--- src/inc/rtc_alarm_defs.vh ---
`ifndef RTC_ALARM_DEFS_VH
`define RTC_ALARM_DEFS_VH

// register offsets
`define OFS_CTRL1 8'h00
`define OFS_CTRL2 8'h01
`define OFS_SEC 8'h02
`define OFS_MIN 8'h03
`define OFS_HOUR 8'h04
`define OFS_DATE 8'h05
`define OFS_WDAY 8'h06
`define OFS_AL_MIN 8'h09
`define OFS_AL_HOUR 8'h0A
`define OFS_AL_DATE 8'h0B
`define OFS_AL_WDAY 8'h0C

// first control/status register bits
`define BIT_EXTERNAL_TICK_TEST_ENABLE 7
`define BIT_STOP 5
`define BIT_RESET_OVERRIDE_PERMIT 3
// second control/status register bits
`define BIT_PULSE_SEL 4
`define BIT_AF 3
`define BIT_TF 2
`define BIT_AIE 1
`define BIT_TIE 0
// top bit of seconds and alarm registers
`define BIT_TOP 7

// field masks of the counted and alarm registers
`define MASK_MIN 8'h7F
`define MASK_HOUR 8'h3F
`define MASK_DATE 8'h3F
`define MASK_WDAY 8'h07
// alarm fields keep their disable bit on top of the value
`define MASK_AL_HOUR 8'hBF
`define MASK_AL_DATE 8'hBF
`define MASK_AL_WDAY 8'h87

// counting limits (bcd)
`define SEC_LAST 8'h59
`define MIN_LAST 8'h59
`define HOUR_LAST 8'h23
`define DATE_LAST 8'h31
`define DATE_FIRST 8'h01
`define WDAY_LAST 8'h06
`define ZERO_BYTE 8'h00

// two-wire slave address, without direction bit
`define SLAVE_ADDR 7'h51
// pre-scaler value on whose edge the second increments
`define PRESCALE_HALF 6'h1F
// reset values
`define CTRL1_RESET 8'h08
`define SEC_RESET 8'h80
// clock falls with data low that make an override sequence
`define OVR_FALLS 4

`endif

--- src/design/byte_fifo.v ---
`default_nettype none
// small synchronous fifo, valid/ready on both sides
module byte_fifo #(
  parameter WIDTH = 9,
  parameter DEPTH = 4,
  parameter AW = 2
) (
  input wire clk,
  input wire reset_n,
  input wire [WIDTH-1:0] in_data,
  input wire in_valid,
  output wire in_ready,
  output wire [WIDTH-1:0] out_data,
  output wire out_valid,
  input wire out_ready
);
  reg [WIDTH-1:0] mem [0:DEPTH-1];
  reg [AW-1:0] wr_ptr_reg;
  reg [AW-1:0] rd_ptr_reg;
  reg [AW:0] count_reg;
  wire push;
  wire pop;

  // full and empty come straight from the occupancy count
  assign in_ready = (count_reg != DEPTH[AW:0]);
  assign out_valid = (count_reg != {(AW+1){1'b0}});
  assign out_data = mem[rd_ptr_reg];
  assign push = in_valid & in_ready;
  assign pop = out_valid & out_ready;

  // pointers wrap at depth, which need not be a power of two
  always @(posedge clk)
  begin
    if (!reset_n)
    begin
      wr_ptr_reg <= {AW{1'b0}};
      rd_ptr_reg <= {AW{1'b0}};
      count_reg <= {(AW+1){1'b0}};
    end
    else
    begin
      if (push)
      begin
        wr_ptr_reg <= (wr_ptr_reg == DEPTH[AW-1:0] - 1'b1) ? {AW{1'b0}} : wr_ptr_reg + 1'b1;
      end
      if (pop)
      begin
        rd_ptr_reg <= (rd_ptr_reg == DEPTH[AW-1:0] - 1'b1) ? {AW{1'b0}} : rd_ptr_reg + 1'b1;
      end
      if (push & ~pop)
        count_reg <= count_reg + 1'b1;
      else if (pop & ~push)
        count_reg <= count_reg - 1'b1;
    end
  end

  // storage has no reset; only written slots are ever read
  always @(posedge clk)
  begin
    if (push)
      mem[wr_ptr_reg] <= in_data;
  end
endmodule
`default_nettype wire

--- src/design/rtc_alarm_i2c.v ---
`include "rtc_alarm_defs.vh"
`default_nettype none
// alarm, external tick test mode, reset override and two-wire slave
module rtc_alarm_i2c #(
  parameter FIFO_DEPTH = 4,
  parameter OVR_COUNT = `OVR_FALLS
) (
  input wire clk,
  input wire reset_n,
  input wire scl_in,
  input wire sda_in,
  output reg sda_out,
  output reg sda_oe,
  input wire square_wave_in,
  output reg square_wave_out,
  output reg square_wave_oe,
  input wire tick_64hz,
  input wire por_active,
  output reg device_held,
  output reg alarm_int_n
);
  localparam ST_IDLE = 3'd0;
  localparam ST_ADDR = 3'd1;
  localparam ST_ADDR_ACK = 3'd2;
  localparam ST_WRITE = 3'd3;
  localparam ST_WRITE_ACK = 3'd4;
  localparam ST_READ = 3'd5;
  localparam ST_READ_ACK = 3'd6;
  localparam ST_START = 3'd7;
  localparam [7:0] CTRL1_INIT = `CTRL1_RESET;

  // two-stage synchronisers plus one delay stage for edges
  reg [2:0] scl_sync_reg;
  reg [2:0] sda_sync_reg;
  reg [2:0] sqw_sync_reg;
  reg [2:0] tick_sync_reg;
  reg [1:0] por_sync_reg;

  always @(posedge clk)
  begin
    if (!reset_n)
    begin
      scl_sync_reg <= 3'h7;
      sda_sync_reg <= 3'h7;
      sqw_sync_reg <= 3'h0;
      tick_sync_reg <= 3'h0;
      por_sync_reg <= 2'h3;
    end
    else
    begin
      scl_sync_reg <= {scl_sync_reg[1:0], scl_in};
      sda_sync_reg <= {sda_sync_reg[1:0], sda_in};
      sqw_sync_reg <= {sqw_sync_reg[1:0], square_wave_in};
      tick_sync_reg <= {tick_sync_reg[1:0], tick_64hz};
      por_sync_reg <= {por_sync_reg[0], por_active};
    end
  end

  wire scl_s = scl_sync_reg[1];
  wire scl_d = scl_sync_reg[2];
  wire sda_s = sda_sync_reg[1];
  wire sda_d = sda_sync_reg[2];
  wire scl_rise = scl_s & ~scl_d;
  wire scl_fall = ~scl_s & scl_d;
  // data edges with the clock high on both samples are bus conditions
  wire bus_start = scl_s & scl_d & sda_d & ~sda_s;
  wire bus_stop = scl_s & scl_d & ~sda_d & sda_s;

  // register file
  reg external_tick_test_enable_reg;
  reg stop_reg;
  reg reset_override_permit_reg;
  reg pulse_sel_reg;
  reg af_reg;
  reg tf_reg;
  reg aie_reg;
  reg tie_reg;
  reg [7:0] sec_reg;
  reg [7:0] min_reg;
  reg [7:0] hour_reg;
  reg [7:0] date_reg;
  reg [7:0] wday_reg;
  reg [7:0] al_min_reg;
  reg [7:0] al_hour_reg;
  reg [7:0] al_date_reg;
  reg [7:0] al_wday_reg;
  reg [7:0] pointer_reg;
  reg [5:0] prescale_reg;
  reg match_prev_reg;
  reg override_reg;
  reg [2:0] ovr_cnt_reg;

  // slave state
  reg [2:0] state_reg;
  reg [2:0] bit_cnt_reg;
  reg [7:0] shift_reg;
  reg [7:0] tx_reg;
  reg first_byte_reg;

  // write path through the fifo: bit 8 marks a pointer byte
  wire [8:0] fifo_in_data = {first_byte_reg, shift_reg};
  wire fifo_in_valid;
  wire fifo_in_ready;
  wire [8:0] fifo_out_data;
  wire fifo_out_valid;
  wire fifo_out_ready;

  // tick source: pin edges replace the internal tick in test mode
  wire tick_level = external_tick_test_enable_reg ? sqw_sync_reg[1] : tick_sync_reg[1];
  wire tick_prev = external_tick_test_enable_reg ? sqw_sync_reg[2] : tick_sync_reg[2];
  wire tick_rise = tick_level & ~tick_prev & ~device_held;
  // seconds step when the pre-scaler passes its half-way value
  wire sec_step = tick_rise & ~stop_reg & (prescale_reg == `PRESCALE_HALF);

  // the drain stalls in the step cycle so counter and bus never collide
  assign fifo_out_ready = ~sec_step;

  byte_fifo #(
    .WIDTH(9),
    .DEPTH(FIFO_DEPTH),
    .AW(2)
  ) write_fifo (
    .clk(clk),
    .reset_n(reset_n),
    .in_data(fifo_in_data),
    .in_valid(fifo_in_valid),
    .in_ready(fifo_in_ready),
    .out_data(fifo_out_data),
    .out_valid(fifo_out_valid),
    .out_ready(fifo_out_ready)
  );

  wire drain = fifo_out_valid & fifo_out_ready;
  wire drain_ptr = drain & fifo_out_data[8];
  wire drain_wr = drain & ~fifo_out_data[8];
  wire [7:0] wdata = fifo_out_data[7:0];

  // bcd increment with wrap from last back to first
  function [7:0] bcd_next;
    input [7:0] v;
    input [7:0] last;
    input [7:0] first;
    begin
      if (v == last)
        bcd_next = first;
      else if (v[3:0] == 4'h9)
        bcd_next = {v[7:4] + 4'h1, 4'h0};
      else
        bcd_next = v + 8'h01;
    end
  endfunction

  // next seconds value; the top bit is the oscillator flag and stays
  wire [7:0] sec_inc = bcd_next({1'b0, sec_reg[6:0]}, `SEC_LAST, `ZERO_BYTE);

  // read mux; unused bits and unmapped addresses read zero
  reg [7:0] rd_data;
  always @*
  begin
    rd_data = `ZERO_BYTE;
    case (pointer_reg)
      `OFS_CTRL1: rd_data = {external_tick_test_enable_reg, 1'b0, stop_reg, 1'b0, reset_override_permit_reg, 3'h0};
      `OFS_CTRL2: rd_data = {3'h0, pulse_sel_reg, af_reg, tf_reg, aie_reg, tie_reg};
      `OFS_SEC: rd_data = sec_reg;
      `OFS_MIN: rd_data = min_reg & `MASK_MIN;
      `OFS_HOUR: rd_data = hour_reg & `MASK_HOUR;
      `OFS_DATE: rd_data = date_reg & `MASK_DATE;
      `OFS_WDAY: rd_data = wday_reg & `MASK_WDAY;
      `OFS_AL_MIN: rd_data = al_min_reg;
      `OFS_AL_HOUR: rd_data = al_hour_reg & `MASK_AL_HOUR;
      `OFS_AL_DATE: rd_data = al_date_reg & `MASK_AL_DATE;
      `OFS_AL_WDAY: rd_data = al_wday_reg & `MASK_AL_WDAY;
      default: rd_data = `ZERO_BYTE;
    endcase
  end

  // a field with its top bit set is left out and counts as matching
  wire m_min = al_min_reg[`BIT_TOP] | ((al_min_reg & `MASK_MIN) == (min_reg & `MASK_MIN));
  wire m_hour = al_hour_reg[`BIT_TOP] | ((al_hour_reg & `MASK_HOUR) == (hour_reg & `MASK_HOUR));
  wire m_date = al_date_reg[`BIT_TOP] | ((al_date_reg & `MASK_DATE) == (date_reg & `MASK_DATE));
  wire m_wday = al_wday_reg[`BIT_TOP] | ((al_wday_reg & `MASK_WDAY) == (wday_reg & `MASK_WDAY));
  // all four disabled never raises the flag
  wire any_enabled = ~(al_min_reg[`BIT_TOP] & al_hour_reg[`BIT_TOP] &
    al_date_reg[`BIT_TOP] & al_wday_reg[`BIT_TOP]);
  wire match_all = m_min & m_hour & m_date & m_wday & any_enabled;

  // pre-scaler: held at zero while stopped; not cleared on test entry,
  // so its contents after entering test mode must be taken as unknown
  always @(posedge clk)
  begin
    if (!reset_n)
      prescale_reg <= 6'h00;
    else if (stop_reg)
      prescale_reg <= 6'h00;
    else if (tick_rise)
      prescale_reg <= prescale_reg + 6'h01;
  end

  // control registers, written from the fifo drain
  always @(posedge clk)
  begin
    if (!reset_n)
    begin
      external_tick_test_enable_reg <= CTRL1_INIT[`BIT_EXTERNAL_TICK_TEST_ENABLE];
      stop_reg <= CTRL1_INIT[`BIT_STOP];
      reset_override_permit_reg <= CTRL1_INIT[`BIT_RESET_OVERRIDE_PERMIT];
      pulse_sel_reg <= 1'b0;
      tf_reg <= 1'b0;
      aie_reg <= 1'b0;
      tie_reg <= 1'b0;
    end
    else if (drain_wr && pointer_reg == `OFS_CTRL1)
    begin
      external_tick_test_enable_reg <= wdata[`BIT_EXTERNAL_TICK_TEST_ENABLE];
      stop_reg <= wdata[`BIT_STOP];
      reset_override_permit_reg <= wdata[`BIT_RESET_OVERRIDE_PERMIT];
    end
    else if (drain_wr && pointer_reg == `OFS_CTRL2)
    begin
      pulse_sel_reg <= wdata[`BIT_PULSE_SEL];
      tf_reg <= tf_reg & wdata[`BIT_TF];
      aie_reg <= wdata[`BIT_AIE];
      tie_reg <= wdata[`BIT_TIE];
    end
  end

  // alarm flag: set on a fresh match, a zero write clears, set wins
  always @(posedge clk)
  begin
    if (!reset_n)
    begin
      af_reg <= 1'b0;
      match_prev_reg <= 1'b0;
    end
    else
    begin
      match_prev_reg <= match_all;
      if (match_all & ~match_prev_reg)
        af_reg <= 1'b1;
      else if (drain_wr && pointer_reg == `OFS_CTRL2 && !wdata[`BIT_AF])
        af_reg <= 1'b0;
    end
  end

  // time counters and alarm registers; a step wins and writes wait in the fifo
  always @(posedge clk)
  begin
    if (!reset_n)
    begin
      sec_reg <= `SEC_RESET;
      min_reg <= `ZERO_BYTE;
      hour_reg <= `ZERO_BYTE;
      date_reg <= `DATE_FIRST;
      wday_reg <= `ZERO_BYTE;
      al_min_reg <= `ZERO_BYTE;
      al_hour_reg <= `ZERO_BYTE;
      al_date_reg <= `ZERO_BYTE;
      al_wday_reg <= `ZERO_BYTE;
    end
    else if (sec_step)
    begin
      sec_reg[6:0] <= sec_inc[6:0];
      if (sec_reg[6:0] == `SEC_LAST)
      begin
        min_reg <= bcd_next(min_reg & `MASK_MIN, `MIN_LAST, `ZERO_BYTE);
        if ((min_reg & `MASK_MIN) == `MIN_LAST)
        begin
          hour_reg <= bcd_next(hour_reg & `MASK_HOUR, `HOUR_LAST, `ZERO_BYTE);
          if ((hour_reg & `MASK_HOUR) == `HOUR_LAST)
          begin
            date_reg <= bcd_next(date_reg & `MASK_DATE, `DATE_LAST, `DATE_FIRST);
            wday_reg <= bcd_next(wday_reg & `MASK_WDAY, `WDAY_LAST, `ZERO_BYTE);
          end
        end
      end
    end
    else if (drain_wr)
    begin
      case (pointer_reg)
        `OFS_SEC: sec_reg <= wdata;
        `OFS_MIN: min_reg <= wdata & `MASK_MIN;
        `OFS_HOUR: hour_reg <= wdata & `MASK_HOUR;
        `OFS_DATE: date_reg <= wdata & `MASK_DATE;
        `OFS_WDAY: wday_reg <= wdata & `MASK_WDAY;
        `OFS_AL_MIN: al_min_reg <= wdata;
        `OFS_AL_HOUR: al_hour_reg <= wdata & `MASK_AL_HOUR;
        `OFS_AL_DATE: al_date_reg <= wdata & `MASK_AL_DATE;
        `OFS_AL_WDAY: al_wday_reg <= wdata & `MASK_AL_WDAY;
        default: sec_reg <= sec_reg;
      endcase
    end
  end

  // reset override: clock falls with data held low while reset lasts
  always @(posedge clk)
  begin
    if (!reset_n)
    begin
      override_reg <= 1'b0;
      ovr_cnt_reg <= 3'h0;
    end
    else if (!reset_override_permit_reg)
    begin
      override_reg <= 1'b0;
      ovr_cnt_reg <= 3'h0;
    end
    else if (por_sync_reg[1] && !override_reg)
    begin
      if (sda_s)
        ovr_cnt_reg <= 3'h0;
      else if (scl_fall && ovr_cnt_reg == OVR_COUNT[2:0] - 3'h1)
        override_reg <= 1'b1;
      else if (scl_fall)
        ovr_cnt_reg <= ovr_cnt_reg + 3'h1;
    end
  end

  // the write fifo is filled at the eighth fall of a data byte
  assign fifo_in_valid = (state_reg == ST_WRITE) & scl_fall & (bit_cnt_reg == 3'h7);

  // register pointer: loaded by the first write byte, then advances
  always @(posedge clk)
  begin
    if (!reset_n)
      pointer_reg <= `ZERO_BYTE;
    else if (drain_ptr)
      pointer_reg <= wdata;
    else if (drain_wr)
      pointer_reg <= pointer_reg + 8'h01;
    else if (scl_fall && (state_reg == ST_READ_ACK ||
      (state_reg == ST_ADDR_ACK && shift_reg[0])))
      pointer_reg <= pointer_reg + 8'h01;
  end

  // hold one cycle ahead, so data is let go in the cycle the hold begins
  wire held_next = por_sync_reg[1] & ~override_reg;

  // two-wire slave; a start from any state restarts the address phase
  always @(posedge clk)
  begin
    if (!reset_n)
    begin
      state_reg <= ST_IDLE;
      bit_cnt_reg <= 3'h0;
      shift_reg <= `ZERO_BYTE;
      tx_reg <= `ZERO_BYTE;
      first_byte_reg <= 1'b0;
      sda_oe <= 1'b0;
    end
    else if (held_next || bus_stop)
    begin
      state_reg <= ST_IDLE;
      sda_oe <= 1'b0;
    end
    else if (bus_start)
    begin
      state_reg <= ST_START;
      bit_cnt_reg <= 3'h0;
      sda_oe <= 1'b0;
    end
    else
    begin
      case (state_reg)
        // the clock fall that closes a start carries no data bit
        ST_START:
        begin
          if (scl_fall)
          begin
            state_reg <= ST_ADDR;
            bit_cnt_reg <= 3'h0;
          end
        end
        ST_ADDR, ST_WRITE:
        begin
          if (scl_rise)
            shift_reg <= {shift_reg[6:0], sda_s};
          if (scl_fall)
          begin
            bit_cnt_reg <= bit_cnt_reg + 3'h1;
            if (bit_cnt_reg == 3'h7 && state_reg == ST_ADDR)
            begin
              if (shift_reg[7:1] == `SLAVE_ADDR)
              begin
                state_reg <= ST_ADDR_ACK;
                sda_oe <= 1'b1;
              end
              else
                state_reg <= ST_IDLE;
            end
            else if (bit_cnt_reg == 3'h7)
            begin
              // a full fifo refuses the byte with a missing acknowledge
              state_reg <= fifo_in_ready ? ST_WRITE_ACK : ST_IDLE;
              sda_oe <= fifo_in_ready;
            end
          end
        end
        ST_ADDR_ACK:
        begin
          if (scl_fall)
          begin
            bit_cnt_reg <= 3'h0;
            first_byte_reg <= 1'b1;
            if (shift_reg[0])
            begin
              state_reg <= ST_READ;
              tx_reg <= rd_data;
              sda_oe <= ~rd_data[7];
            end
            else
            begin
              state_reg <= ST_WRITE;
              sda_oe <= 1'b0;
            end
          end
        end
        ST_WRITE_ACK:
        begin
          if (scl_fall)
          begin
            state_reg <= ST_WRITE;
            first_byte_reg <= 1'b0;
            bit_cnt_reg <= 3'h0;
            sda_oe <= 1'b0;
          end
        end
        ST_READ:
        begin
          if (scl_fall)
          begin
            bit_cnt_reg <= bit_cnt_reg + 3'h1;
            if (bit_cnt_reg == 3'h7)
            begin
              state_reg <= ST_READ_ACK;
              sda_oe <= 1'b0;
            end
            else
            begin
              tx_reg <= {tx_reg[6:0], 1'b0};
              sda_oe <= ~tx_reg[6];
            end
          end
        end
        ST_READ_ACK:
        begin
          if (scl_rise && sda_s)
            state_reg <= ST_IDLE;
          else if (scl_fall)
          begin
            state_reg <= ST_READ;
            bit_cnt_reg <= 3'h0;
            tx_reg <= rd_data;
            sda_oe <= ~rd_data[7];
          end
        end
        default:
        begin
          state_reg <= ST_IDLE;
          sda_oe <= 1'b0;
        end
      endcase
    end
  end

  // pin and status outputs, all registered
  always @(posedge clk)
  begin
    if (!reset_n)
    begin
      sda_out <= 1'b0;
      square_wave_out <= 1'b0;
      square_wave_oe <= 1'b1;
      device_held <= 1'b1;
      alarm_int_n <= 1'b1;
    end
    else
    begin
      sda_out <= 1'b0; // open drain: only the enable moves
      square_wave_out <= tick_sync_reg[1];
      square_wave_oe <= ~external_tick_test_enable_reg;
      device_held <= held_next;
      alarm_int_n <= ~(af_reg & aie_reg);
    end
  end
endmodule
`default_nettype wire

--- config.mk ---
export PLATFORM = sky130hd
export DESIGN_NAME = rtc_alarm_i2c
export DESIGN_NICKNAME = d
export VERILOG_FILES = /design/src/design/byte_fifo.v /design/src/design/rtc_alarm_i2c.v
export VERILOG_INCLUDE_DIRS = /design/src /design/src/inc
export SDC_FILE = /design/constraint.sdc
export NUM_CORES = 1
export LEC_CHECK = 0
export ABC_AREA = 1
export ABC_CLOCK_PERIOD_IN_PS = 2200
export BUFFER_PORTS_ARGS = -buffer_cell sky130_fd_sc_hd__buf_4
export CORE_UTILIZATION = 57
export DETAILED_ROUTE_END_ITERATION = 7
export PLACE_DENSITY = 0.73
export SLEW_MARGIN = 20
export SYNTH_ARGS = -nofsm -noshare
export SYNTH_HDL_FRONTEND = slang
export SYNTH_SLANG_ARGS = --single-unit
--- constraint.sdc ---
create_clock -name clk -period 2.2 [get_ports clk]
set_clock_uncertainty 0.1 [all_clocks]
set_input_delay 0.22 -clock clk [delete_from_list [all_inputs] [get_ports clk]]
set_output_delay 0.22 -clock clk [all_outputs]
set_load 0.1 [all_outputs]
Yosys cells after proc, flatten, opt, wreduce, memory -nomap -nowiden:

Memory sizes are Yosys's and may differ from the RTL's. A register that Yosys moved wholly into a read port is not among the register bits.
Index checks and enable logic that the tools add are counted.
W data, S select, Z words.

* add/subtract/negate cells: 17
* equal/unequal tests: 61
* muxes and demuxes: 93
* bitwise logic cells: 57
* reduce and logical (&&, ||, !) cells: 54

Operators by type and width (count)
* $mux W7: 17
* $mux W6: 15
* $pmux W8 S11: 1
* $mux W3: 29
* $eq A8 B4 Y1 const B: 4
* $and A1 B1 Y1: 30
* $ne A3 B3 Y1 const B: 10
* $eq A8 B3 Y1 const B: 3
* $mux W8: 3
* $reduce_and A3 Y1: 8
* $not A1 Y1: 23
* $eq A7 B7 Y1 const B: 3
* $pmux W7 S3: 1
* $reduce_bool A2 Y1: 10
* $add A3 B1 Y3 const B: 6
* $add A6 B1 Y6 const B: 3
* $eq A3 B3 Y1 const B: 6
* $mux W1: 18
* $ne A2 B2 Y1 const B: 9
* $pmux W3 S6: 1
* $reduce_and A9 Y1: 2
* $eq A4 B4 Y1 const B: 4
* $eq A8 B2 Y1 const B: 2
* $reduce_and A5 Y1: 3
* other kinds (33): 71

* register bits after elaboration: 131
* memory bits (writable): 36
* output and inout port bits: 6
* word-level logic and storage cells: 324
* memories: 1

Memory list
* write_fifo.mem: depth 4, width 9, read ports 1, clocked after Yosys merged registers in 1, wr ports 1, RTL line byte_fifo.v:17 `reg [WIDTH-1:0] mem [0:DEPTH-1];`

Depth between registers and ports, before layout:

* depth in word-level cells: 13
* mapped depth: 14

Cells and area by module:

From an unflattened synthesis, not the netlist that was laid out.

* cells, all modules: 1244
* area, all modules: 9175.0 sq um

By module, submodules not included
* rtc_alarm_i2c: instances 1, cells an instance 1088, area each 7314.5 sq um, sequential area each 2462.4 sq um
* byte_fifo: instances 1, cells an instance 156, area each 1860.5 sq um, sequential area each 1261.2 sq um

Worst setup path after synthesis:

No wires, ideal clock.

* kind: reg2reg
* start: register device_held
* end: register write_fifo.count_reg[1]
* arrival: 2.370 ns
* data required time: 1.984 ns
* path slack: -0.386 ns
* cell stages (with the launch flop): 11
* cell sequence: dfxtp_1 inv_1 nand2_4 nor2_8 inv_2 nand2_2 ha_1 inv_1 fa_1 o21ai_0 nor2_1

* longest elaborated chain between the ends: 9
* elaborated cells between the ends (all ways): 11
* classes of those cells: 1 x mux; 9 x bitwise; 1 x reduce/logical

RTL lines
* start, declared: RTL line rtc_alarm_i2c.v:19 `output reg device_held,`
* start signal, assigned: RTL line rtc_alarm_i2c.v:481 `device_held <= held_next;`
* $not A1 Y1 (*): RTL line rtc_alarm_i2c.v:111 `wire tick_rise = tick_level & ~tick_prev & ~device_held;`
* $and A1 B1 Y1 (*): RTL line rtc_alarm_i2c.v:111
* $and A1 B1 Y1 (*) (2 in series): RTL line rtc_alarm_i2c.v:113 `` wire sec_step = tick_rise & ~stop_reg & (prescale_reg == `PRESCALE_HALF); ``
* $not A1 Y1 (no line) (*)
* $and A1 B1 Y1 (*): RTL line byte_fifo.v:29 `assign pop = out_valid & out_ready;`
* $not A1 Y1: RTL line byte_fifo.v:50 `if (push & ~pop)`
* $and A1 B1 Y1: RTL line byte_fifo.v:50
* $mux W3 or $reduce_bool A2 Y1 (tied branches)
* end signal, assigned: RTL line byte_fifo.v:38 `count_reg <= {(AW+1){1'b0}};`
* end signal, assigned: RTL line byte_fifo.v:51 `count_reg <= count_reg + 1'b1;`
* end signal, assigned: RTL line byte_fifo.v:53 `count_reg <= count_reg - 1'b1;`
* end, declared: RTL line byte_fifo.v:20 `reg [AW:0] count_reg;`

Every way passes the cells marked *; elsewhere a longest branch is shown, timed or not.
A chain may end at the register's enable or synchronous reset.

Worst setup path in the final report:

* start: register prescale_reg[1]
* end: register write_fifo.count_reg[2]

* longest elaborated chain between the ends: 7
* elaborated cells between the ends (all ways): 9
* classes of those cells: 1 x eq/ne; 1 x mux; 6 x bitwise; 1 x reduce/logical

RTL lines
* start, declared: RTL line rtc_alarm_i2c.v:88 `reg [5:0] prescale_reg;`
* start signal, assigned: RTL line rtc_alarm_i2c.v:196 `prescale_reg <= prescale_reg + 6'h01;`
* $eq A6 B5 Y1 (no line) (*)
* $and A1 B1 Y1 (*): RTL line rtc_alarm_i2c.v:113
* $not A1 Y1 (no line) (*)
* $and A1 B1 Y1 (*): RTL line byte_fifo.v:29
* $not A1 Y1: RTL line byte_fifo.v:50
* $and A1 B1 Y1: RTL line byte_fifo.v:50
* $mux W3 or $reduce_bool A2 Y1 (tied branches)

Marked as above.

==> metrics.md <==
| Metric | Value |
|---|---|
| Status | `finished, final reports clean` |
| Placer Congestion | `0.926` |
| Pwr Total | `10.3 mW` |
| I/O pin count | `13` |
| R2R Path End | `write_fifo.count_reg[2]` |
| Vias in the first global route | `7559` |
| Worst slack, placed | `0.0355 ns` |
| Ys async rst share | `0` |
| CTS root buf | `clkbuf_16` |
| Reg2Reg Depth | `14` |
| Synth top area share | `0.291` |
| Largest area contributor in the netlist | `dfxtp_1` |
| Total CTS buffers | `17` |
| DR vias | `8260` |
| Min Hold Slack | `0.0332 ns` |
| Starting Density | `0.592` |
| TritonRoute pass-1 iters | `5` |
| Filler cells | `1331` |
| Nets@finish | `1327` |
| CP Launch Type | `flop` |
| Die height | `128 um` |
| Path type of the worst setup path | `flop to flop` |
| RSZ-0062 raised after global routing | `true` |
| Critical Path Fanout Max | `3` |
| Post-synth EDFFs | `36` |
| Sequential share of the synthesized area | `0.409` |
| Remaining antenna violation count | `0` |
| Setup slack after layout | `0.0210 ns` |
| Sequential Area | `3730 um^2` |
| Endpoint class of the critical path | `flop` |
| Routed len/inst | `15.4 um` |
| Die Footprint | `16500 um^2` |
| Worst R2R Start | `prescale_reg[1]` |
| Vias per cell | `5.44` |
| Clock Latency Late Sink | `0.44 ns` |
| Max capacitance violation total | `0` |
| Syn avg cell area | `7.27 um^2` |
| Share of cells above drive strength 1 | `0.132` |
| Cells after Synth | `1251` |
| Antenna diodes | `0` |
| CTS clk-pin slew, worst paths | `0.07 ns` |
| Synth cell types | `53` |
| Synthesis Warnings | `0` |
| Worst EP arrival | `2.41 ns` |
| Fin. Hold Viols | `0` |
| Syn Std Cell Area | `9090 um^2` |
| Port bufs | `11` |
| Global-route wire length before repair | `38.0 mm` |
| Hold WC Path Type | `input pin to flop` |
| Peak supply drop | `0.000731 V` |
| Clock buffer depth | `2` |
| Area of the multi-input gates | `4730 um^2` |
| Max FFs per register | `36` |
| Clock Sinks | `168` |
| DP HPWL | `16.7 mm` |
| Grt ovf | `0` |
| GRT Total Usage | `0.301` |
| Rows | `45` |
| CTS tree | `built` |
| Die Width | `128 um` |
| Mapped Nets | `1284` |
| Most used DFF post-synth | `dfxtp_1` |
| # setup viols final | `0` |
| Largest net degree at the start of global routing | `46` |
| Core outline area | `15400 um^2` |
| Worst hold stages | `2` |
| Hold path endpoint | `square_wave_oe` |
| Synth Register Bits | `168` |
| Iteration-0 DRC Markers | `711` |
| Top reg by flops | `write_fifo.mem` |
| Final WL | `23.4 mm` |
| Pwr dens | `1000 nW/um^2` |
| Final Critical Period | `2.18 ns` |
| P&R area growth vs syn | `12.9%` |
| Ranking of synthesized cells by area | `dfxtp_1 (29%), edfxtp_1 (12%), nand2_1 (11%)` |
| Max-slew violations | `0` |
| Pleak | `4.49 nW` |
| FF-to-FF setup slack | `0.02 ns` |
| Max Freq | `459 MHz` |
| Final period util | `0.990` |
| DRC errors left | `0` |
| Setup TNS | `0 ns` |
| Min-Delay Startpoint | `reset_n` |
| CP required | `2.43 ns` |
| H-tree levels | `4` |
| Most common cell after layout, fill and taps aside | `nand2_1` |
| Antenna violations before repair | `0` |
| Most frequent cells in the layout | `nand2_1 (274), nor2_1 (195), dfxtp_1 (127), inv_1 (113), o21ai_0 (92)` |
-- cell families (layout without fill, tap and decap cells) --
kind of cell             after synthesis  count (layout)  share of synthesized area
AND/OR/NAND/NOR                      656             656                      0.325
AO/OA/AOI/OAI                        216             216                      0.131
flip-flops                           168             168                      0.409
buffers and inverters                162             218                     0.0761
adder cells (fa/ha/maj)               26              26                     0.0366
XOR/XNOR                              22              22                     0.0212
other                                  1               1                   0.000412
-- through the flow --
step | area (um^2) | cells | util
floorplan | 9110 | 1251 | -
global placement | 9570 | 1479 | 0.623
detailed placement | 9570 | 1479 | 0.623
CTS | 10200 | 1516 | 0.663
global route | 10300 | 1518 | 0.668
finish | 10300 | 1518 | 0.668
-- worst max-delay path, cell delays in order (launching register included) --
cell and delay (ns):
dfxtp_2 0.35, ha_4 0.15, inv_4 0.04, nor2_4 0.10
nand3_4 0.12, nor2_8 0.15, inv_4 0.05, nand2_4 0.06
ha_4 0.14, inv_4 0.04, fa_2 0.37, a21oi_2 0.15
o21ai_2 0.07, o21ai_1 0.13, a21oi_1 0.05
-- layer usage --
metal,vias up,wire length (um),global-route usage,share of wire
met1,3770,10300,0.381,0.44
met4,0,926,0.149,0.040
li1,4161,-,-,-
met5,-,0,0,0
met2,271,10800,0.493,0.46
met3,58,1390,0.0563,0.059
-- final cells by class --
| class | count | area share |
|---|---|---|
| Timing Repair Buffer | 62 | 0.0485 |
| Clock buffer | 18 | 0.0418 |
| Multi-Input combinational cell | 921 | 0.461 |
| Sequential cell | 168 | 0.364 |
| Tap cell | 211 | 0.0257 |
| Clock inverter | 14 | 0.0135 |
| Inverter | 124 | 0.0461 |
-- Yosys cell counts (4+ instances only) --
cell type / count
nor3_1: 15
a21oi_1: 73
nor2_1: 196
nand3_1: 78
inv_1: 115
clkbuf_1: 14
nand3b_1: 13
xor2_1: 15
ha_1: 25
buf_2: 12
edfxtp_1: 36
inv_2: 6
xnor2_1: 7
o21ai_0: 94
or2_2: 15
nor2_4: 13
nor2_2: 12
buf_6: 6
nand4_1: 17
nand3_2: 4
o21ai_1: 21
dfxtp_1: 132
nand2_2: 4
nand2_1: 277
nand2_4: 4
o22ai_1: 4
-- where the power goes --
part / switching, mW / internal [mW]
Clock: 1.34 / 1.59
Combinational: 2.49 / 1.20
Sequential: 0.301 / 3.37
Total: 4.13 / 6.16
-- worst max path at each step --
stage	start	to	slack, ns	cells past startpoint
detailed placement	prescale_reg[0]	write_fifo.count_reg[2]	0.04	14
global route	prescale_reg[1]	write_fifo.count_reg[2]	-0.13	14
floorplan	tick_sync_reg[2]	write_fifo.count_reg[2]	0.02	14
CTS	prescale_reg[0]	write_fifo.count_reg[2]	0.02	14
finish	prescale_reg[1]	write_fifo.count_reg[2]	0.02	14
global placement	prescale_reg[0]	write_fifo.count_reg[2]	0.06	14
-- what timing repair did --
item                                    in CTS  in global routing
hold buffers                                 5                  0
endpoints found under the setup margin       0                 31
setup buffers                                0                  2
resized for setup                            0                 19
hold endpoints to repair                     5                  0
Power figures use the tool's default switching activity.
